==> src/shared/spims_regs.svh <==
// constants for the mode 3 serial slave port
`ifndef SPIMS_REGS_SVH
`define SPIMS_REGS_SVH
`define SPIMS_WORD_BITS 8
`define SPIMS_CNT_W 3
`define SPIMS_LAST_BIT 3'h7
`define SPIMS_SYS_CLK_KHZ 125000
`define SPIMS_SIO_SLOW_HZ 500
`define SPIMS_SIO_SLOW_CYC ((`SPIMS_SYS_CLK_KHZ * 1000) / `SPIMS_SIO_SLOW_HZ)
`define SPIMS_FMT_BARE 1'h0
`define SPIMS_FMT_FULL 1'h1
`endif

==> src/shared/spims_pkg.sv <==
// types for the mode 3 serial slave port
package spims_pkg;
  typedef enum logic [1:0] {
    SPIMS_ST_OFF = 2'h0,
    SPIMS_ST_IDLE = 2'h1,
    SPIMS_ST_SHIFT = 2'h3
  } spims_state_t;
  typedef logic [7:0] spims_byte_t;
endpackage

==> src/core/spims_sync2.sv <==
// two flip-flop level synchroniser
`timescale 1ns/10ps
module spims_sync2
#(
  parameter logic RESET_VAL = 1'h0
)
(
  input wire logic clk_in,
  input wire logic rstn_in,
  input wire logic d_in,
  output logic q_out
);
  logic meta_r;
  logic meta_nxt;
  logic q_nxt;

  always_comb
  begin
    meta_nxt = d_in;
    q_nxt = meta_r;
  end

  always_ff @(posedge clk_in or negedge rstn_in)
  begin
    if (!rstn_in)
    begin
      meta_r <= RESET_VAL;
      q_out <= RESET_VAL;
    end
    else
    begin
      meta_r <= meta_nxt;
      q_out <= q_nxt;
    end
  end
endmodule

==> src/core/spims_sio_pacer.sv <==
// update pacer for the shift-register i/o port
`timescale 1ns/10ps
`include "spims_regs.svh"
module spims_sio_pacer
#(
  parameter int SLOW_CYC = `SPIMS_SIO_SLOW_CYC
)
(
  input wire logic clk_in,
  input wire logic rstn_in,
  input wire logic slow_in,
  input wire logic req_in,
  output logic grant_out
);
  logic [31:0] cnt_r;
  logic [31:0] cnt_nxt;
  logic grant_nxt;

  always_comb
  begin
    cnt_nxt = cnt_r;
    grant_nxt = 1'h0;
    if (!slow_in)
    begin
      cnt_nxt = 32'h0;
      grant_nxt = req_in;
    end
    else if (cnt_r != 32'h0)
    begin
      cnt_nxt = cnt_r - 32'h1;
    end
    else if (req_in)
    begin
      grant_nxt = 1'h1;
      cnt_nxt = 32'(SLOW_CYC - 1);
    end
  end

  always_ff @(posedge clk_in or negedge rstn_in)
  begin
    if (!rstn_in)
    begin
      cnt_r <= 32'h0;
      grant_out <= 1'h0;
    end
    else
    begin
      cnt_r <= cnt_nxt;
      grant_out <= grant_nxt;
    end
  end
endmodule

==> src/core/spims_port.sv <==
// mode 3 serial slave port with byte handoff to the system domain
`timescale 1ns/10ps
`include "spims_regs.svh"
module spims_port
#(
  parameter int WORD_BITS = `SPIMS_WORD_BITS,
  parameter int SIO_SLOW_CYC = `SPIMS_SIO_SLOW_CYC
)
(
  // system
  input wire logic sys_clk_in,
  input wire logic rstn_in,
  // link side, master clock domain
  input wire logic spi_clk_in,
  input wire logic cs_n_in,
  input wire logic slave_data_input_in,
  output logic slave_data_output_out,
  output logic slave_data_output_oe_out,
  // configuration
  input wire logic spi_enable_in,
  input wire logic frame_full_in,
  // parallel side
  input wire logic [7:0] tx_byte_in,
  output logic tx_take_out,
  output logic [7:0] rx_byte_out,
  output logic rx_valid_out,
  output logic active_out,
  output logic async_serial_sel_out,
  output logic frame_full_out,
  // shift-register i/o pacing
  input wire logic sio_req_in,
  output logic sio_grant_out
);
  // ==========================================================
  // synchronisers
  logic clk_s;
  logic cs_n_s;
  logic mosi_s;

  // clock and select idle high, so their flops reset high
  spims_sync2 #(
    .RESET_VAL(1'h1)
  ) u_sync_clk
  (
    .clk_in(sys_clk_in),
    .rstn_in(rstn_in),
    .d_in(spi_clk_in),
    .q_out(clk_s)
  );
  spims_sync2 #(
    .RESET_VAL(1'h1)
  ) u_sync_cs
  (
    .clk_in(sys_clk_in),
    .rstn_in(rstn_in),
    .d_in(cs_n_in),
    .q_out(cs_n_s)
  );
  spims_sync2 u_sync_mosi
  (
    .clk_in(sys_clk_in),
    .rstn_in(rstn_in),
    .d_in(slave_data_input_in),
    .q_out(mosi_s)
  );

  // ==========================================================
  // edge detection and shifter
  spims_pkg::spims_state_t state_r;
  spims_pkg::spims_state_t state_nxt;
  logic clk_d_r;
  logic clk_d_nxt;
  logic [2:0] cnt_r;
  logic [2:0] cnt_nxt;
  logic [7:0] rx_sh_r;
  logic [7:0] rx_sh_nxt;
  logic [7:0] tx_sh_r;
  logic [7:0] tx_sh_nxt;
  logic [7:0] rx_byte_nxt;
  logic rx_valid_nxt;
  logic tx_take_nxt;
  logic miso_nxt;
  logic oe_nxt;
  logic rise;
  logic fall;
  logic sel;

  always_comb
  begin
    clk_d_nxt = clk_s;
    // mode 3: idle high, fall leads, rise samples
    rise = clk_s & ~clk_d_r;
    fall = ~clk_s & clk_d_r;
    sel = ~cs_n_s & spi_enable_in;
    state_nxt = state_r;
    cnt_nxt = cnt_r;
    rx_sh_nxt = rx_sh_r;
    tx_sh_nxt = tx_sh_r;
    rx_byte_nxt = rx_byte_out;
    rx_valid_nxt = 1'h0;
    tx_take_nxt = 1'h0;
    miso_nxt = slave_data_output_out;
    oe_nxt = 1'h0;
    case (state_r)
      spims_pkg::SPIMS_ST_OFF:
      begin
        cnt_nxt = 3'h0;
        if (spi_enable_in && cs_n_s)
        begin
          state_nxt = spims_pkg::SPIMS_ST_IDLE;
        end
      end
      spims_pkg::SPIMS_ST_IDLE:
      begin
        cnt_nxt = 3'h0;
        if (!spi_enable_in)
        begin
          state_nxt = spims_pkg::SPIMS_ST_OFF;
        end
        else if (sel)
        begin
          // drive now; the first bit goes out on the first leading edge
          oe_nxt = 1'h1;
          state_nxt = spims_pkg::SPIMS_ST_SHIFT;
        end
      end
      spims_pkg::SPIMS_ST_SHIFT:
      begin
        if (!sel)
        begin
          // deselect: byte boundary restored, line released
          cnt_nxt = 3'h0;
          oe_nxt = 1'h0;
          state_nxt = spi_enable_in ? spims_pkg::SPIMS_ST_IDLE
                                    : spims_pkg::SPIMS_ST_OFF;
        end
        else
        begin
          oe_nxt = 1'h1;
          if (rise)
          begin
            rx_sh_nxt = {rx_sh_r[6:0], mosi_s};
            cnt_nxt = cnt_r + 3'h1;
            if (cnt_r == 3'(WORD_BITS - 1))
            begin
              rx_byte_nxt = {rx_sh_r[6:0], mosi_s};
              rx_valid_nxt = 1'h1;
            end
          end
          else if (fall && cnt_r != 3'h0)
          begin
            miso_nxt = tx_sh_r[7];
            tx_sh_nxt = {tx_sh_r[6:0], 1'h0};
          end
          else if (fall)
          begin
            // new byte, msb first, on the first leading edge of a byte
            miso_nxt = tx_byte_in[7];
            tx_sh_nxt = {tx_byte_in[6:0], 1'h0};
            tx_take_nxt = 1'h1;
          end
        end
      end
      default:
      begin
        state_nxt = spims_pkg::SPIMS_ST_OFF;
      end
    endcase
  end

  // clock and select are inputs only
  always_ff @(posedge sys_clk_in or negedge rstn_in)
  begin
    if (!rstn_in)
    begin
      state_r <= spims_pkg::SPIMS_ST_OFF;
      clk_d_r <= 1'h1;
      cnt_r <= 3'h0;
      rx_sh_r <= 8'h00;
      tx_sh_r <= 8'h00;
      rx_byte_out <= 8'h00;
      rx_valid_out <= 1'h0;
      tx_take_out <= 1'h0;
      slave_data_output_out <= 1'h1;
      slave_data_output_oe_out <= 1'h0;
    end
    else
    begin
      state_r <= state_nxt;
      clk_d_r <= clk_d_nxt;
      cnt_r <= cnt_nxt;
      rx_sh_r <= rx_sh_nxt;
      tx_sh_r <= tx_sh_nxt;
      rx_byte_out <= rx_byte_nxt;
      rx_valid_out <= rx_valid_nxt;
      tx_take_out <= tx_take_nxt;
      slave_data_output_out <= miso_nxt;
      slave_data_output_oe_out <= oe_nxt;
    end
  end

  // ==========================================================
  // configuration status
  logic active_nxt;
  logic async_nxt;
  logic full_nxt;

  always_comb
  begin
    active_nxt = (state_nxt == spims_pkg::SPIMS_ST_SHIFT);
    async_nxt = ~spi_enable_in;
    full_nxt = spi_enable_in ? frame_full_in
                             : `SPIMS_FMT_BARE;
  end

  always_ff @(posedge sys_clk_in or negedge rstn_in)
  begin
    if (!rstn_in)
    begin
      active_out <= 1'h0;
      async_serial_sel_out <= 1'h1;
      frame_full_out <= `SPIMS_FMT_BARE;
    end
    else
    begin
      active_out <= active_nxt;
      async_serial_sel_out <= async_nxt;
      frame_full_out <= full_nxt;
    end
  end

  // ==========================================================
  // shift-register i/o pacing
  spims_sio_pacer #(
    .SLOW_CYC(SIO_SLOW_CYC)
  ) u_pacer
  (
    .clk_in(sys_clk_in),
    .rstn_in(rstn_in),
    .slow_in(spi_enable_in),
    .req_in(sio_req_in),
    .grant_out(sio_grant_out)
  );
endmodule

==> config.mk <==
export PLATFORM = sky130hd
export DESIGN_NAME = spims_port
export DESIGN_NICKNAME = d
export VERILOG_FILES = /design/src/shared/spims_pkg.sv /design/src/core/spims_sync2.sv /design/src/core/spims_sio_pacer.sv /design/src/core/spims_port.sv
export VERILOG_INCLUDE_DIRS = /design/src /design/src/shared
export SDC_FILE = /design/constraint.sdc
export NUM_CORES = 1
export LEC_CHECK = 0
export BUFFER_PORTS_ARGS = -buffer_cell sky130_fd_sc_hd__buf_2
export CAP_MARGIN = 0
export CORE_MARGIN = 5
export CORE_UTILIZATION = 58
export DETAILED_ROUTE_END_ITERATION = 8
export PLACE_DENSITY = 0.77
export SETUP_SLACK_MARGIN = 0.5
export SYNTH_ARGS = -nofsm -noshare
export SYNTH_HDL_FRONTEND = slang
export SYNTH_SLANG_ARGS = --single-unit
==> constraint.sdc <==
create_clock -name sys_clk_in -period 3 [get_ports sys_clk_in]
set_clock_uncertainty 0.15 [all_clocks]
set_input_delay 0.6 -clock sys_clk_in [delete_from_list [all_inputs] [get_ports sys_clk_in]]
set_output_delay 0.6 -clock sys_clk_in [all_outputs]
set_load 0.05 [all_outputs]
Word level (Yosys, flattened, before mapping)
Index checks and enable logic that the tools add are counted.
Storage, ports and cells
  flip-flop bits (word level): 75
  latch bits: 0
  bits in writable memories: 0
  memory bits (read-only): 0
  input bits: 16
  output and inout port bits: 16
  logic and storage cells: 81
  memories kept: 0
Cells by class
  $add $sub $neg: 2
  $mul: 0
  divide/modulo/power cells: 0
  magnitude comparators: 0
  equality and inequality tests: 6
  shifts and indexed selects: 0
  multiplexer cells: 32
  bitwise operators: 8
  reductions and logical operators: 12
Operator list (count)
  32-bit 2-to-1 mux: 3
  32-bit nonzero test: 1
  32-bit by 1-bit subtractor with 32-bit output, second input constant: 1
  1-bit 2-to-1 mux: 18
  8-bit 2-to-1 mux: 2
  2-bit 2-to-1 mux: 4
  4-bit AND reduction: 2
  3-bit 2-to-1 mux: 2
  2-bit one-hot mux with 3 select lines: 1
  3-bit one-hot mux with 2 select lines: 1
  1-bit NOT: 5
  2-bit equality test, second input constant: 2
  2-bit nonzero test: 2
  3-bit by 1-bit adder with 3-bit output, second input constant: 1
  1-bit bitwise AND: 3
  3-bit equality test, second input constant: 1
  3-bit by 1-bit != test with 1-bit output, second input constant: 1
  3-bit != test, second input constant: 1
  3-bit AND reduction: 1
  3-bit nonzero test: 1
  2-bit by 1-bit equality test with 1-bit output, second input constant: 1
  1-bit logical AND: 2
  2-bit zero test: 1
  1-bit one-hot mux with 2 select lines: 1
  2 further kinds: 2

Depth between registers and ports, before layout
  depth after elaboration: 7
  mapped depth: 8

By module
From an unflattened synthesis, not the netlist that was laid out.
Unflattened totals
  cell total of the unflattened synthesis: 263
  area total of the unflattened synthesis: 3304.4 um^2
Modules (own cells, without submodules)
  spims_sio_pacer: instances 1, cells an instance 162, area each 1695.4 um^2, seq. area each 825.8 um^2
  spims_port: instances 1, cells an instance 95, area each 1453.9 um^2, seq. area each 879.6 um^2
  spims_sync2 at u_sync_clk ...: instances 2, cells an instance 2, area each 52.6 um^2, seq. area each 52.6 um^2
  spims_sync2 at u_sync_mosi: instances 1, cells an instance 2, area each 50.0 um^2, seq. area each 50.0 um^2

Worst setup path after synthesis
Ideal clock, no wire load.
  path type: reg-to-reg
  start point: reg u_pacer.cnt_r[0]
  end point: reg u_pacer.cnt_r[12]
  setup time: 0.076 ns
  data arrival time: 1.983 ns
  data required time: 2.774 ns
  path slack: 0.790 ns
  stages on the path, launching flop included: 8
  cells stage by stage: dfrtp_1 > inv_1 > ha_1 > or4b_4 > or2_1 > clkbuf_2 > or4_1 > o21ai_1
Between the ends
  word-level cells in the longest chain between the ends: 3
Ends and longest elaborated chain
  start, declared: RTL line spims_sio_pacer.sv:15  | logic [31:0] cnt_r;
  start signal, assigned: RTL line spims_sio_pacer.sv:48  | cnt_r <= cnt_nxt;
  32-bit by 1-bit subtractor with 32-bit output or 32-bit nonzero test (tied branches): RTL line spims_sio_pacer.sv:30, spims_sio_pacer.sv:28
  32-bit 2-to-1 mux: RTL line spims_sio_pacer.sv:28  | else if (cnt_r != 32'h0)
  32-bit 2-to-1 mux: RTL line spims_sio_pacer.sv:23  | if (!slow_in)
Several ways; a longest one is shown, not always the timed one.
A chain may end at the register's enable or synchronous reset.

Worst setup path in the final report
  start point: reg u_pacer.cnt_r[0]
  end point: reg u_pacer.cnt_r[14]
Same word-level chain as after synthesis.

==> impl_results.md <==
- Largest net degree at the start of global routing: 50
- Setup TNS: 0 ns
- GR Util met3: 3.98%
- Global route hottest layer: met2
- Ys async rst share: 100%
- Share of post-route cells with drive strength above 1: 25.2%
- TritonCTS buffer count: 9
- DRT Pass-1 Iters: 4
- Final setup fails: 0
- Vias in the first global route: 2,250
- Crit-path max FO: 7
- Setup crit end kind: flip-flop
- PwrDens: 996 mW/mm²
- Met2 Resource Use GR: 27.8%
- Crit path buf inv count: 1
- Pre-CTS setup slack: 0.502 ns
- Library cells used by synthesis: 46
- Ys Warns: 0
- DP HPWL: 3.90 mm
- Mapped Cells: 283
- Core area: 0.00547 mm²
- #FFs+latches synth: 74
- Number of filler cells placed in the layout: 420
- Syn Area/Cell: 11.5 µm²
- Area after DPL: 0.00348 mm²
- Final WL: 5.74 mm
- Die area: 0.00721 mm²
- Post-Synthesis Cell Area: 0.00326 mm²
- Slew @ Worst Pin: 0.795 ns
- Pwr Total: 3.68 mW
- RSZ-0062 raised after global routing: yes
- Initial Util: 59.5%
- Final WS setup: 0.564 ns
- Top FF cell, synth: dfrtp_1
- Slowest-stage cell, CP: or4b_4
- Yosys top cell area share: 51.5%
- Top post-synthesis cells by count: dfrtp_1 (67), nor2_1 (43), xor2_1 (18), a21oi_1 (16), mux2_2 (16)
- Die Width: 84.9 µm
- Synth-to-Final Area Change: 13.4%
- Fin nets: 340
- Routability cong.: 0.818
- Worst-path clk slew: 0.08 ns
- Max_cap viols: 0
- Clk sinks: 74
- CP Depth: 7
- Antenna violations before repair: 0
- Status: finished clean
- I/O pins: 32
- Critical Path Source Type: flip-flop
- Max-slew headroom: 46.7%
- Leakage: 1.83 nW
- Final Critical Period: 2.44 ns
- Final Slew Violations: 0
- Hold Path Class: in2async
- Final ANT Viol Nets: 0
- Sequential share of the synthesized area: 57.1%
- Die height: 84.9 µm
- Post-route cell area: 0.00369 mm²
- DRC Markers: 0
- WP data required: 3.09 ns
- Number of synthesized flops with an enable pin: 0
- H-Tree Depth: 3
- IO buf count: 31
- Peak Freq: 411 MHz
- Yosys top cell by area: dfrtp_1
- IR Drop Worst-Case VDD: 0.570 mV
- R2R depth: 7
- Crit Path Class: reg2reg
- Final period util: 81.2%
- Fin. Hold Viols: 0
- CTS tree: yes
- Tot GR Track Use: 17.8%
- Antenna fix cells: 0
- CTS Root Buffer Type: clkbuf_8
- # rows: 27
- Top cells by area, synth: dfrtp_1 (51%), dfstp_2 (5.6%), mux2_2 (5.5%)
- Initial DRC Count: 62
- Top Family by Delay on Critical Path: simple AND/OR/NAND/NOR gates
- Clk_lat worst skew: 0.35 ns
- CP max stage delay: 0.52 ns
- Most frequent cell after synthesis: dfrtp_1
- Global routing usage on met1: 23.6%
- Clk buf depth: 2
- GRT overflow: 0
- Post-synth net total: 303
- Routed vias/inst: 5.42
- First-pass GRT wire length: 10.2 mm
- CP Cell Sequence: inv_1 > ha_1 > or4b_4 > or2_1 > nor4_1 > o2111ai_1 > o31ai_1
- Drt wl/cell: 14.5 µm
- WP data arrival: 2.53 ns
- Routed vias: 2,150
## cell type report
| cell class | count | area [µm²] | share of cell area (%) |
|---|---|---|---|
| flip-flops and latches | 74 | 1860 | 50.4 |
| multi-input cells | 190 | 1330 | 35.9 |
| repair buffers | 35 | 198 | 5.36 |
| clock buffers | 11 | 141 | 3.83 |
| well taps | 72 | 90.1 | 2.44 |
| clock inverters | 5 | 38.8 | 1.05 |
| inverters | 10 | 37.5 | 1.02 |
## power breakdown
group          internal (mW)  switching (mW)  total [mW]
registers               1.20           0.193        1.39
clock network          0.325           0.373       0.699
logic                  0.626           0.956        1.58
## stage by stage
step / util, % / hold slack, ns / instances
2_1_floorplan: - / 0.154 / 283
3_3_place_gp: 63.6 / 0.186 / 380
3_5_place_dp: 63.6 / 0.189 / 380
4_1_cts: 67.0 / 0.112 / 396
5_1_grt: 67.4 / 0.145 / 397
6_report: 67.4 / 0.0938 / 397
## kinds of logic after synthesis
family / share of synthesized area [%]
mux: 7.38
buf+inv: 2.81
xor+xnor: 6.73
simple gates: 18.8
fa+ha+maj: 1.54
flops: 57.1
compound gates: 5.57
## layer usage
layer	vias up	wire length, µm
li1	1053	-
met1	1045	2650
met5	-	0
met4	0	122
met3	14	210
met2	38	2760
## path summary, 6_finish.rpt
path	startpoint	endpoint	slack [ns]
worst max-delay path	u_pacer.cnt_r[0]$_DFFE_PN0P_	u_pacer.cnt_r[14]$_DFFE_PN0P_	0.56
worst min-delay path	rstn_in	u_pacer.cnt_r[6]$_DFFE_PN0P_	0.09
min in group sys_clk_in	spi_clk_in	u_sync_clk.meta_r$_DFF_PN1_	0.20
worst min register to register	u_sync_mosi.meta_r$_DFF_PN0_	u_sync_mosi.q_out$_DFF_PN0_	0.21
worst max register to register	u_pacer.cnt_r[0]$_DFFE_PN0P_	u_pacer.cnt_r[14]$_DFFE_PN0P_	0.56
max in group asynchronous	rstn_in	u_sync_clk.meta_r$_DFF_PN1_	1.89
## placed cells by master, fill, tap and decap left out, drive strengths merged, types with 9 or more instances in the layout
| cell type | instances |
|---|---|
| inv | 11 |
| xor2 | 18 |
| clkbuf | 11 |
| nor2 | 43 |
| nor3 | 9 |
| dfrtp | 67 |
| buf | 35 |
| mux2 | 16 |
| a21oi | 16 |
| nand2 | 9 |
## flip-flops by register name, indices dropped and copies added (netlist names), 2 cells and up
name,flops
state_r,2
cnt_r,3
rx_byte_out,8
u_pacer.cnt_r,32
tx_sh_r,7
rx_sh_r,7
## timing repair
item / CTS / global route
resized for setup: 1 / 2
endpoints found under the hold margin: 0 / 0
pin swaps: 0 / 1
endpoints found under the setup margin: 1 / 28
hold buffers: 0 / 0
buffers inserted: 0 / 1
Power figures use the tool's default switching activity.
